===== src/nibble_alu_pkg.sv =====
// Constants, opcodes and register map shared by the nibble arithmetic unit files
package nibble_alu_pkg;

  localparam int DATA_W = 4;
  localparam int ADDR_W = 8;
  localparam int BUS_W = 32;

  // Register byte offsets on the bus
  localparam logic [ADDR_W-1:0] OFF_OP = 8'h00;
  localparam logic [ADDR_W-1:0] OFF_ACC = 8'h04;
  localparam logic [ADDR_W-1:0] OFF_FLAGS = 8'h08;
  localparam logic [ADDR_W-1:0] OFF_STATUS = 8'h0c;

  // Field positions in the operation register
  localparam int OP_LSB = 0;
  localparam int OP_W = 5;
  localparam int OPND_LSB = 8;

  // Flag byte layout {general, branch, zero, carry}
  localparam int FLAG_CF = 0;
  localparam int FLAG_ZF = 1;
  localparam int FLAG_SF = 2;
  localparam int FLAG_GF = 3;

  // Status register layout
  localparam int ST_CARRY = 0;
  localparam int ST_ZERO = 1;
  localparam int ST_TAKEN = 2;
  localparam int ST_SP_LSB = 4;

  localparam logic RST_SF = 1'b1;
  localparam int STACK_DEPTH = 15;

  typedef enum logic [4:0] {
    OP_NOP        = 5'h00,
    OP_LOAD       = 5'h01,
    OP_ADD        = 5'h02,
    OP_ADD_WITH_CARRY_OP       = 5'h03,
    OP_REVERSE_SUBTRACT_BORROW_OP      = 5'h04,
    OP_COMPARE_OP       = 5'h05,
    OP_AND        = 5'h06,
    OP_OR         = 5'h07,
    OP_XOR        = 5'h08,
    OP_ROTATE_LEFT_THROUGH_CARRY       = 5'h09,
    OP_ROTATE_RIGHT_THROUGH_CARRY       = 5'h0a,
    OP_COPY_CARRY_THEN_SET   = 5'h0b,
    OP_INVERT_CARRY_THEN_CLEAR    = 5'h0c,
    OP_SET_GF     = 5'h0d,
    OP_CLR_GF     = 5'h0e,
    OP_TEST_GF    = 5'h0f,
    OP_BRANCH     = 5'h10,
    OP_INT_ENTER  = 5'h11,
    OP_INT_RETURN = 5'h12
  } op_t;

  typedef enum logic [2:0] {
    ALU_PASS = 3'b000,
    ALU_ADD  = 3'b001,
    ALU_AND  = 3'b010,
    ALU_OR   = 3'b011,
    ALU_XOR  = 3'b100,
    ALU_ROL  = 3'b101,
    ALU_ROR  = 3'b110
  } alu_mode_t;

  function automatic logic is_zero(input logic [DATA_W-1:0] v);
    return v == '0;
  endfunction

endpackage


===== src/alu_if.sv =====
// Operand and result wires between the flag core and the arithmetic unit
`timescale 1ns/1ps
`default_nettype none
interface alu_if;
  import nibble_alu_pkg::*;
  logic [DATA_W-1:0] a;
  logic [DATA_W-1:0] b;
  logic alu_carry_input;
  alu_mode_t mode;
  logic [DATA_W-1:0] result;
  logic carry;
  logic zero;
  modport user (output a, output b, output alu_carry_input, output mode, input result, input carry, input zero);
  modport unit (input a, input b, input alu_carry_input, input mode, output result, output carry, output zero);
endinterface
`default_nettype wire


===== src/nibble_alu.sv =====
// Combinational 4-bit arithmetic and logic unit
`timescale 1ns/1ps
`default_nettype none
module nibble_alu
  import nibble_alu_pkg::*;
(
  alu_if.unit alu
);
  logic [DATA_W:0] sum;

  always_comb begin
    sum = {1'b0, alu.a} + {1'b0, alu.b} + {{DATA_W{1'b0}}, alu.alu_carry_input};
    alu.carry = 1'b0;
    alu.result = alu.b;
    case (alu.mode)
      ALU_ADD: begin
        // Subtraction arrives here as a plus inverted b plus the carry input (one for compare); carry then means no borrow
        alu.result = sum[DATA_W-1:0];
        alu.carry = sum[DATA_W];
      end
      ALU_AND: alu.result = alu.a & alu.b;
      ALU_OR: alu.result = alu.a | alu.b;
      ALU_XOR: alu.result = alu.a ^ alu.b;
      ALU_ROL: begin
        alu.result = {alu.a[DATA_W-2:0], alu.alu_carry_input};
        alu.carry = alu.a[DATA_W-1];
      end
      ALU_ROR: begin
        alu.result = {alu.alu_carry_input, alu.a[DATA_W-1:1]};
        alu.carry = alu.a[0];
      end
      default: alu.result = alu.b;
    endcase
    alu.zero = is_zero(alu.result);
  end
endmodule
`default_nettype wire


===== src/nibble_alu_core.sv =====
// Working register, four flags and flag stack behind an AHB-Lite slave
//
// Design decisions made here: the address map and the AHB-Lite interface to the registers.
`timescale 1ns/1ps
`default_nettype none
module nibble_alu_core
  import nibble_alu_pkg::*;
#(
  parameter int DEPTH = STACK_DEPTH
)(
  input wire logic hclk,
  input wire logic hresetn,
  input wire logic hsel,
  input wire logic [BUS_W-1:0] haddr,
  input wire logic [1:0] htrans,
  input wire logic hwrite,
  input wire logic [2:0] hsize,
  input wire logic [BUS_W-1:0] hwdata,
  input wire logic hready,
  output logic hreadyout,
  output logic hresp,
  output logic [BUS_W-1:0] hrdata
);
  localparam int SP_W = $clog2(DEPTH + 1);
  localparam logic [SP_W-1:0] SP_ONE = SP_W'(1);
  localparam logic [SP_W-1:0] SP_FULL = SP_W'(DEPTH);

  alu_if alu();

  logic dp_valid_q;
  logic dp_write_q;
  logic [ADDR_W-1:0] dp_addr_q;
  logic rd_done_q;
  logic [BUS_W-1:0] hrdata_q;
  logic [DATA_W-1:0] acc_q;
  logic cf_q;
  logic zf_q;
  logic sf_q;
  logic gf_q;
  logic [DATA_W-1:0] stk_q [DEPTH];
  logic [SP_W-1:0] sp_q;
  logic taken_q;
  logic last_c_q;
  logic last_z_q;
  logic [OP_W-1:0] op_q;
  logic [DATA_W-1:0] opnd_q;

  logic wr_en;
  logic exec;
  logic acc_wr;
  logic flags_wr;
  op_t op;
  logic [DATA_W-1:0] opnd;
  logic acc_we;
  logic cf_we;
  logic zf_we;
  logic sf_d;
  logic cf_d;
  logic push;
  logic pop;
  logic [DATA_W-1:0] top;

  // Address phase is taken only when the bus is ready
  always_ff @(posedge hclk or negedge hresetn) begin
    if (!hresetn) begin
      dp_valid_q <= 1'b0;
      dp_write_q <= 1'b0;
      dp_addr_q <= '0;
    end else if (hready) begin
      dp_valid_q <= hsel && htrans[1];
      dp_write_q <= hwrite;
      dp_addr_q <= haddr[ADDR_W-1:0];
    end
  end

  // One wait state on reads while the registered read data is loaded
  always_ff @(posedge hclk or negedge hresetn) begin
    if (!hresetn) begin
      rd_done_q <= 1'b0;
    end else begin
      rd_done_q <= dp_valid_q && !dp_write_q && !rd_done_q;
    end
  end

  assign hreadyout = !(dp_valid_q && !dp_write_q && !rd_done_q);
  assign hresp = 1'b0;
  assign hrdata = hrdata_q;

  always_ff @(posedge hclk or negedge hresetn) begin
    if (!hresetn) begin
      hrdata_q <= '0;
    end else if (dp_valid_q && !dp_write_q && !rd_done_q) begin
      hrdata_q <= '0;
      if (dp_addr_q == OFF_OP) begin
        hrdata_q[OPND_LSB +: DATA_W] <= opnd_q;
        hrdata_q[OP_LSB +: OP_W] <= op_q;
      end else if (dp_addr_q == OFF_ACC) begin
        hrdata_q[DATA_W-1:0] <= acc_q;
      end else if (dp_addr_q == OFF_FLAGS) begin
        hrdata_q[DATA_W-1:0] <= {gf_q, sf_q, zf_q, cf_q};
      end else if (dp_addr_q == OFF_STATUS) begin
        hrdata_q[ST_SP_LSB +: SP_W] <= sp_q;
        hrdata_q[ST_TAKEN] <= taken_q;
        hrdata_q[ST_ZERO] <= last_z_q;
        hrdata_q[ST_CARRY] <= last_c_q;
      end
    end
  end

  // Writes land in the data phase; unmapped offsets are ignored
  assign wr_en = dp_valid_q && dp_write_q;
  assign exec = wr_en && (dp_addr_q == OFF_OP);
  assign acc_wr = wr_en && (dp_addr_q == OFF_ACC);
  assign flags_wr = wr_en && (dp_addr_q == OFF_FLAGS);
  assign op = op_t'(hwdata[OP_LSB +: OP_W]);
  assign opnd = hwdata[OPND_LSB +: DATA_W];
  assign top = stk_q[sp_q - SP_ONE];

  nibble_alu u_alu (
    .alu(alu.unit)
  );

  // Instruction decode
  always_comb begin
    alu.a = acc_q;
    alu.b = opnd;
    alu.alu_carry_input = 1'b0;
    alu.mode = ALU_PASS;
    acc_we = 1'b0;
    cf_we = 1'b0;
    zf_we = 1'b0;
    cf_d = alu.carry;
    sf_d = 1'b1;
    push = 1'b0;
    pop = 1'b0;
    case (op)
      OP_LOAD: begin
        acc_we = 1'b1;
        zf_we = 1'b1;
      end
      OP_ADD: begin
        alu.mode = ALU_ADD;
        acc_we = 1'b1;
        zf_we = 1'b1;
        sf_d = !alu.carry;
      end
      OP_ADD_WITH_CARRY_OP: begin
        alu.mode = ALU_ADD;
        alu.alu_carry_input = cf_q;
        acc_we = 1'b1;
        cf_we = 1'b1;
        zf_we = 1'b1;
        sf_d = !alu.carry;
      end
      OP_REVERSE_SUBTRACT_BORROW_OP: begin
        // Reverse subtract: operand minus working register
        alu.mode = ALU_ADD;
        alu.a = opnd;
        alu.b = ~acc_q;
        alu.alu_carry_input = cf_q;
        acc_we = 1'b1;
        cf_we = 1'b1;
        zf_we = 1'b1;
        sf_d = alu.carry;
      end
      OP_COMPARE_OP: begin
        alu.mode = ALU_ADD;
        alu.a = opnd;
        alu.b = ~acc_q;
        alu.alu_carry_input = 1'b1;
        cf_we = 1'b1;
        zf_we = 1'b1;
        sf_d = !alu.zero;
      end
      OP_AND: begin
        alu.mode = ALU_AND;
        acc_we = 1'b1;
        zf_we = 1'b1;
      end
      OP_OR: begin
        alu.mode = ALU_OR;
        acc_we = 1'b1;
        zf_we = 1'b1;
      end
      OP_XOR: begin
        alu.mode = ALU_XOR;
        acc_we = 1'b1;
        zf_we = 1'b1;
      end
      OP_ROTATE_LEFT_THROUGH_CARRY, OP_ROTATE_RIGHT_THROUGH_CARRY: begin
        alu.mode = (op == OP_ROTATE_LEFT_THROUGH_CARRY) ? ALU_ROL : ALU_ROR;
        alu.alu_carry_input = cf_q;
        acc_we = 1'b1;
        cf_we = 1'b1;
        zf_we = 1'b1;
        sf_d = !alu.carry;
      end
      OP_COPY_CARRY_THEN_SET: begin
        sf_d = cf_q;
        cf_we = 1'b1;
        cf_d = 1'b1;
      end
      OP_INVERT_CARRY_THEN_CLEAR: begin
        sf_d = !cf_q;
        cf_we = 1'b1;
        cf_d = 1'b0;
      end
      OP_TEST_GF: sf_d = gf_q;
      OP_INT_ENTER: push = sp_q != SP_FULL;
      OP_INT_RETURN: begin
        pop = sp_q != '0;
        sf_d = pop ? top[FLAG_SF] : sf_q;
      end
      default: sf_d = 1'b1;
    endcase
  end

  // Working register and carry, zero and general flags are not reset
  always_ff @(posedge hclk) begin
    if (exec && acc_we) begin
      acc_q <= alu.result;
    end else if (acc_wr) begin
      acc_q <= hwdata[DATA_W-1:0];
    end
  end

  always_ff @(posedge hclk) begin
    if (exec && pop) begin
      cf_q <= top[FLAG_CF];
      zf_q <= top[FLAG_ZF];
      gf_q <= top[FLAG_GF];
    end else if (exec) begin
      if (cf_we) begin
        cf_q <= cf_d;
      end
      if (zf_we) begin
        zf_q <= alu.zero;
      end
      if (op == OP_SET_GF) begin
        gf_q <= 1'b1;
      end else if (op == OP_CLR_GF) begin
        gf_q <= 1'b0;
      end
    end else if (acc_wr) begin
      zf_q <= is_zero(hwdata[DATA_W-1:0]);
    end else if (flags_wr) begin
      cf_q <= hwdata[FLAG_CF];
      zf_q <= hwdata[FLAG_ZF];
      gf_q <= hwdata[FLAG_GF];
    end
  end

  // Only the branch flag has a reset value
  always_ff @(posedge hclk or negedge hresetn) begin
    if (!hresetn) begin
      sf_q <= RST_SF;
    end else if (exec) begin
      sf_q <= sf_d;
    end else if (flags_wr) begin
      sf_q <= hwdata[FLAG_SF];
    end
  end

  always_ff @(posedge hclk or negedge hresetn) begin
    if (!hresetn) begin
      taken_q <= 1'b0;
      last_c_q <= 1'b0;
      last_z_q <= 1'b0;
      op_q <= '0;
      opnd_q <= '0;
    end else if (exec) begin
      taken_q <= (op == OP_BRANCH) && sf_q;
      last_c_q <= alu.carry;
      last_z_q <= alu.zero;
      op_q <= op;
      opnd_q <= opnd;
    end
  end

  // Flag stack; a push when full or a pop when empty is dropped
  always_ff @(posedge hclk or negedge hresetn) begin
    if (!hresetn) begin
      sp_q <= '0;
    end else if (exec && push) begin
      sp_q <= sp_q + SP_ONE;
    end else if (exec && pop) begin
      sp_q <= sp_q - SP_ONE;
    end
  end

  always_ff @(posedge hclk) begin
    if (exec && push) begin
      stk_q[sp_q] <= {gf_q, sf_q, zf_q, cf_q};
    end
  end

  logic first_q;
  logic [1:0] primed_q;
  logic [DATA_W-1:0] outer_q;
  always_ff @(posedge hclk or negedge hresetn) begin
    if (!hresetn) begin
      first_q <= 1'b1;
      primed_q <= '0;
      outer_q <= '0;
    end else begin
      first_q <= 1'b0;
      primed_q <= primed_q | {flags_wr, acc_wr};
      if (exec && push && sp_q == '0) begin
        outer_q <= {gf_q, sf_q, zf_q, cf_q};
      end
    end
  end
endmodule
`default_nettype wire


===== config.mk =====
export PLATFORM = sky130hd
export DESIGN_NAME = nibble_alu_core
export DESIGN_NICKNAME = d
export VERILOG_FILES = /design/src/nibble_alu_pkg.sv /design/src/alu_if.sv /design/src/nibble_alu.sv /design/src/nibble_alu_core.sv
export SDC_FILE = /design/constraint.sdc
export NUM_CORES = 1
export LEC_CHECK = 0
export BUFFER_PORTS_ARGS = -buffer_cell sky130_fd_sc_hd__buf_2
export CAP_MARGIN = 5
export CORE_MARGIN = 5
export CORE_UTILIZATION = 30
export CTS_CLUSTER_SIZE = 24
export DETAILED_ROUTE_END_ITERATION = 10
export PLACE_DENSITY = 0.6
export SLEW_MARGIN = 30
export SYNTH_ARGS = -nofsm -noshare
export SYNTH_HDL_FRONTEND = slang
export SYNTH_SLANG_ARGS = --single-unit

===== constraint.sdc =====
create_clock -name hclk -period 6.7 [get_ports hclk]
set_input_delay 0.67 -clock hclk [delete_from_list [all_inputs] [get_ports hclk]]
set_output_delay 0.67 -clock hclk [all_outputs]
set_load 0.02 [all_outputs]

After elaboration in Yosys (flattened, before gate mapping) --
Memory sizes are Yosys's and may differ from the RTL's. Cells that the tools add are included. W data, S select, Z words.
Storage, ports and cells: output and inout port bits 34, bits in registers 47, bits in writable memories 60, memories kept 1, word-level logic and storage cells 145, bits of input ports 74
Memories:
- stk_q | words 15, bits a word 4, rd ports 1, clocked after Yosys merged registers in 0, write ports 1, RTL line nibble_alu_core.sv:40 | logic [DATA_W-1:0] stk_q [DEPTH];
Cells by class: multiplexer cells 49, add/sub/neg operators 4, reduce and logical (&&, ||, !) cells 38, equality and inequality tests 33, bitwise gates (word level) 4
Operators by type and width (number):
- $mux W4 | 11
- $eq A5 B4 Y1 const B | 8
- $mux W1 | 27
- $pmux W4 S6 | 1
- $eq A5 B3 Y1 const B | 4
- $eq A8 B4 Y1 const B | 2
- $eq A5 B5 Y1 const B | 3
- $pmux W3 S5 | 1
- $reduce_or A4 Y1 | 3
- $logic_and A1 B1 Y1 | 11
- $eq A5 B2 Y1 const B | 2
- $reduce_or A10 Y1 | 1
- $eq A3 B3 Y1 const B | 3
- $mux W3 | 3
- $reduce_or A9 Y1 | 1
- $eq A8 B3 Y1 const B | 1
- $logic_not A4 Y1 | 2
- $logic_not A8 Y1 | 1
- $reduce_bool A4 Y1 | 2
- $pmux W1 S7 | 1
- $reduce_or A7 Y1 | 1
- $eq A3 B2 Y1 const B | 2
- $logic_not A1 Y1 | 6
- $ne A3 B1 Y1 const B | 2
- other kinds (23) | 29

Longest topological paths before layout --
depth in word-level cells 10, gate-level depth with buffers 17, depth with buffers taken out 14

Hierarchy --
From an unflattened synthesis, not the netlist that was laid out.
Second synthesis, totals: cells, all modules 528, area total of the unflattened synthesis 5958.2 sq um
By module, submodules not included:
- nibble_alu_core | sequential area each 3014.1 sq um, area each 5395.2 sq um, times used 1, cells an instance 446
- nibble_alu | sequential area each 0.0 sq um, area each 563.0 sq um, times used 1, cells an instance 82

Worst setup path after synthesis --
OpenSTA, ideal clock, no wires.
path kind in2reg, start point input hwdata[1], end point register zf_q, data pin, library setup time 159 ps, arrival time 4094 ps, data required time 6541 ps, slack 2448 ps, cell stages on the path 17, cells stage by stage buf_6 clkbuf_1 clkbuf_1 a21oi_1 a311oi_1 o21ai_0 a21oi_1 fa_1 inv_1 fa_1 maj3_1 nor2_1 a311o_1 o32a_1 nor4_2 nand2_1 a22oi_1
Between the ends: longest elaborated chain between the ends 10, elaborated cells between the ends (all ways) 40
RTL lines:
- from (decl) | RTL line nibble_alu_core.sv:18 | input wire logic [BUS_W-1:0] hwdata,
- $eq A5 B3 Y1 | RTL line nibble_alu_core.sv:136 | case (op)
- $reduce_or A2 Y1 (no line)
- $mux W4, on equally long branches
- $add A4 B4 Y5 | RTL line nibble_alu.sv:12 | sum = {1'b0, alu.a} + {1'b0, alu.b} + {{DATA_W{1'b0}}, alu.alu_carry_input};
- $add A5 B1 Y5 | RTL line nibble_alu.sv:12
- $pmux W4 S6 | RTL line nibble_alu.sv:15 | case (alu.mode)
- $logic_not A4 Y1 | RTL line nibble_alu_pkg.sv:67 | return v == '0;
- $mux W1 | RTL line nibble_alu_core.sv:236 | if (zf_we) begin
- $mux W1 | RTL line nibble_alu_core.sv:232 | end else if (exec) begin
- $mux W1 (*) | RTL line nibble_alu_core.sv:228 | if (exec && pop) begin
- to (signal assigned) | RTL line nibble_alu_core.sv:230 | zf_q <= top[FLAG_ZF];
- to (signal assigned) | RTL line nibble_alu_core.sv:237 | zf_q <= alu.zero;
- to (signal assigned) | RTL line nibble_alu_core.sv:245 | zf_q <= is_zero(hwdata[DATA_W-1:0]);
- to (decl) | RTL line nibble_alu_core.sv:37 | logic zf_q;
Mark *: on every way between the ends. The rest lies on a longest branch, timed or not. The select of a mux whose other input is x is not followed. A chain may end at the register's enable or synchronous reset.

Worst setup path after layout --
start point input hwdata[2], end point register zf_q, data pin
The elaborated chain is that of the path after synthesis.

==> key figures <==
STA
  – Slew HR: 33.3%
  – Fin crit period: 4.61 ns
  – # setup viols final: 0
  – Achievable clock frequency: 217 MHz
  – RSZ-0062 raised after global routing: false
  – Period utilization: 68.8%
  – Final worst slack: 2.09 ns
  – Final Hold Viols: 0
  – Slew Limit Fails: 0
  – Clock Skews: 0.00635 ns
  – Final setup TNS: 0 ns
  – Tightest Pin Transition: 0.994 ns

Power and ir drop
  – Power per standard cell area: 216 nW/µm²
  – Leakage: 2.43 nW
  – Worst vdd ir: 0.101 mV

GRT
  – GRT Overall Usage: 11.8%
  – Number of antenna violations at the first check in global routing: 0
  – First-pass GRT wire length: 20,800 µm
  – Vias in the first global route: 3,735
  – Largest net degree at the start of global routing: 41
  – Total congestion overflow: 0

Route
  – DR WL/cell: 17.4 µm
  – Detailed Routing Iterations Pass 1: 5
  – Initial DRC count: 373
  – Vias per inst: 5.22
  – Vias: 3,878
  – # DRC: 0
  – Total Wirelength: 12,900 µm
  – Routed Antenna Nets: 0

Floorplanning
  – Die span in y: 148 µm
  – Die X: 148 µm
  – Num rows: 50
  – Die Footprint: 21,900 µm²
  – IO Count: 108
  – Initial Utilization: 30.6%
  – Core area: 18,700 µm²

Synth
  – Async SR Flop Fraction: 37.4%
  – Synth top area share: 35.2%
  – Unique masters post-synth: 62
  – Ranking of synthesized cells by area: edfxtp_1 35%, dfrtp_1 17%, mux4_2 6.3%
  – Main flop type after synthesis: edfxtp_1
  – Number of flops mapped to enable cells by yosys: 67
  – Yosys warns: 0
  – Share of the yosys chip area belonging to registers: 52.7%
  – Yosys reg bits: 107
  – Yosys top cell by area: edfxtp_1
  – Post-Syn Area per Cell: 11.8 µm²
  – Netlist area before placement: 5720 µm²
  – Post-Synthesis Cells: 485

Job
  – Max-cap violations: 0

Status
  – Status: finished clean

Setup path
  – Worst setup EP type: flip-flop
  – Type of origin of the critical path: input port
  – CP arrival: 4.80 ns
  – Most used cell, CP: fa_1
  – Critical path class: input port to flip-flop
  – CP peak stage delay: 0.65 ns
  – Crit Path Max Fanout: 23
  – Cell chain of the critical path: buf_2 > nor4b_4 > mux2i_1 > fa_1 > inv_1 > fa_1 > maj3_1 > nor2_1 > a311o_1 > o32a_1 > nor4_2 > nand2_1 > a22oi_1
  – Worst Path Required: 6.89 ns
  – CP max-delay cell: nor4b_4

Clock network
  – # hold bufs at CTS: 0
  – Deepest clock path buffer count: 2
  – Root Driver: clkbuf_16
  – Num CTS Buffers: 9
  – Post-CTS setup buffer count: 0
  – Clk sink count: 107
  – Clk slew on worst S/H paths: 0.07 ns
  – H-tree levels: 3
  – Clock Latency Late Sink: 0.35 ns
  – CTS tree: done
  – Post_cts resized: 0

Place
  – Port bufs: 35
  – GPL Wtd Cong: 0.914
  – Detail Placement HPWL: 9110 µm
  – Placed Area: 5990 µm²
  – Setup WS pre-CTS: 1.77 ns

Layout
  – Final Core Density: 33.6%
  – P&R area growth vs syn: 9.76%
  – Final net count: 593
  – Finished Cell Area: 6280 µm²
  – Diode count: 0
  – Layout filler cell count: 1,852
  – Layout cells sized above 1: 17.9%

Worst hold path
  – Worst Hold Class: input port to asynchronous set/reset pin
layer usage:
| layer | vias to the layer above | GRT usage (%) | routed length (µm) |
|---|---|---|---|
| met2 | 111 | 18.5 | 6180 |
| met3 | 10 | 1.95 | 642 |
| li1 | 1820 | - | - |
| met4 | 0 | 3.23 | 129 |
| met5 | - | 0 | 0 |
| met1 | 1937 | 17.2 | 5970 |
layout by cell type (no fill, tap or decap), types with 12 or more instances in the layout:
master / count
nand2_1: 43
a21oi_1: 18
mux2i_1: 17
buf_2: 34
conb_1: 21
mux4_2: 16
inv_1: 22
nor2_1: 23
nor3_1: 12
and2_1: 14
dfrtp_1: 39
ha_1: 13
edfxtp_1: 67
o21ai_0: 27
state kept, by name, summed over array words and instances, names as in the netlist, 4 cells and up:
signal,count
sp_q,4
acc_q,4
hrdata,12
op_q,5
dp_addr_q,8
opnd_q,4
stk_q,60
synthesized netlist by cell type (3+ instances only):
library cell and count:
edfxtp_1 67, nand2_1 43, dfrtp_1 39, o21ai_0 27, nor2_1 23, inv_1 22, buf_4 21, a21oi_1 18
mux2i_1 17, mux4_2 16, clkbuf_1 15, and2_1 14, ha_1 13, nor3_1 12, a22o_1 11, mux2_2 11
nand3_1 10, and3_1 7, buf_2 7, a211oi_1 6, nand2b_1 6, nor4_1 5, or3_1 5, a31oi_1 4
o31ai_1 4, xnor2_1 4, a311oi_1 3, buf_1 3, nand3b_1 3, nor2b_1 3, or2_2 3
where the power goes:
group | total (W) | switching (W) | internal (W)
combinational | 0.000119 | 0.0000756 | 0.0000435
clock | 0.000508 | 0.000250 | 0.000258
sequential | 0.000729 | 0.0000155 | 0.000713
worst paths after layout:
path,from,cells past startpoint,end,slack (ns)
worst min-delay path,hresetn,1,opnd_q[2],0.29
worst max register to register,cf_q,12,zf_q,2.74
max in group asynchronous,hresetn,1,sf_q,6.04
worst max-delay path,hwdata[2],13,zf_q,2.09
worst min register to register,last_z_q,2,last_z_q,0.48
min in group hclk,last_z_q,2,last_z_q,0.48
metrics by stage:
stage / power [W] / hold slack, ns / std cells
final: 0.00136 / 0.289 / 743
after global routing: 0.00141 / 0.337 / 743
after CTS: 0.00136 / 0.468 / 743
after detailed placement: 0.000861 / 0.464 / 727
after global placement: 0.000858 / 0.456 / 727
after floorplan: 0.000835 / 0.374 / 505
cell families after synthesis:
| logic type | count (synthesis) | synth area share, % |
|---|---|---|
| flip-flops | 107 | 52.7 |
| adder cells (fa/ha/maj) | 16 | 3.72 |
| AND/OR/NAND/NOR | 144 | 13.2 |
| AO/OA/AOI/OAI | 96 | 11.5 |
| other | 1 | 0.0656 |
| XOR/XNOR | 6 | 0.919 |
| multiplexers | 44 | 11.4 |
| buffers and inverters | 71 | 6.45 |
cell type report:
class	instances	area, µm²	area share (%)
Sequential cell	107	3010	48.0
Multi-Input combinational cell	327	2410	38.4
Tap cell	234	293	4.67
Clock buffer	9	225	3.59
Timing Repair Buffer	36	185	2.95
Inverter	23	86.3	1.38
Clock inverter	7	60.1	0.957
critical path, delay by kind of cell:
family	cells	cell delay, ns
buffers and inverters	2	0.43
AO/OA/AOI/OAI	3	0.89
multiplexers	1	0.53
AND/OR/NAND/NOR	4	1.32
adder cells (fa/ha/maj)	3	0.95
Note: power is estimated with default switching activity, not from simulation.
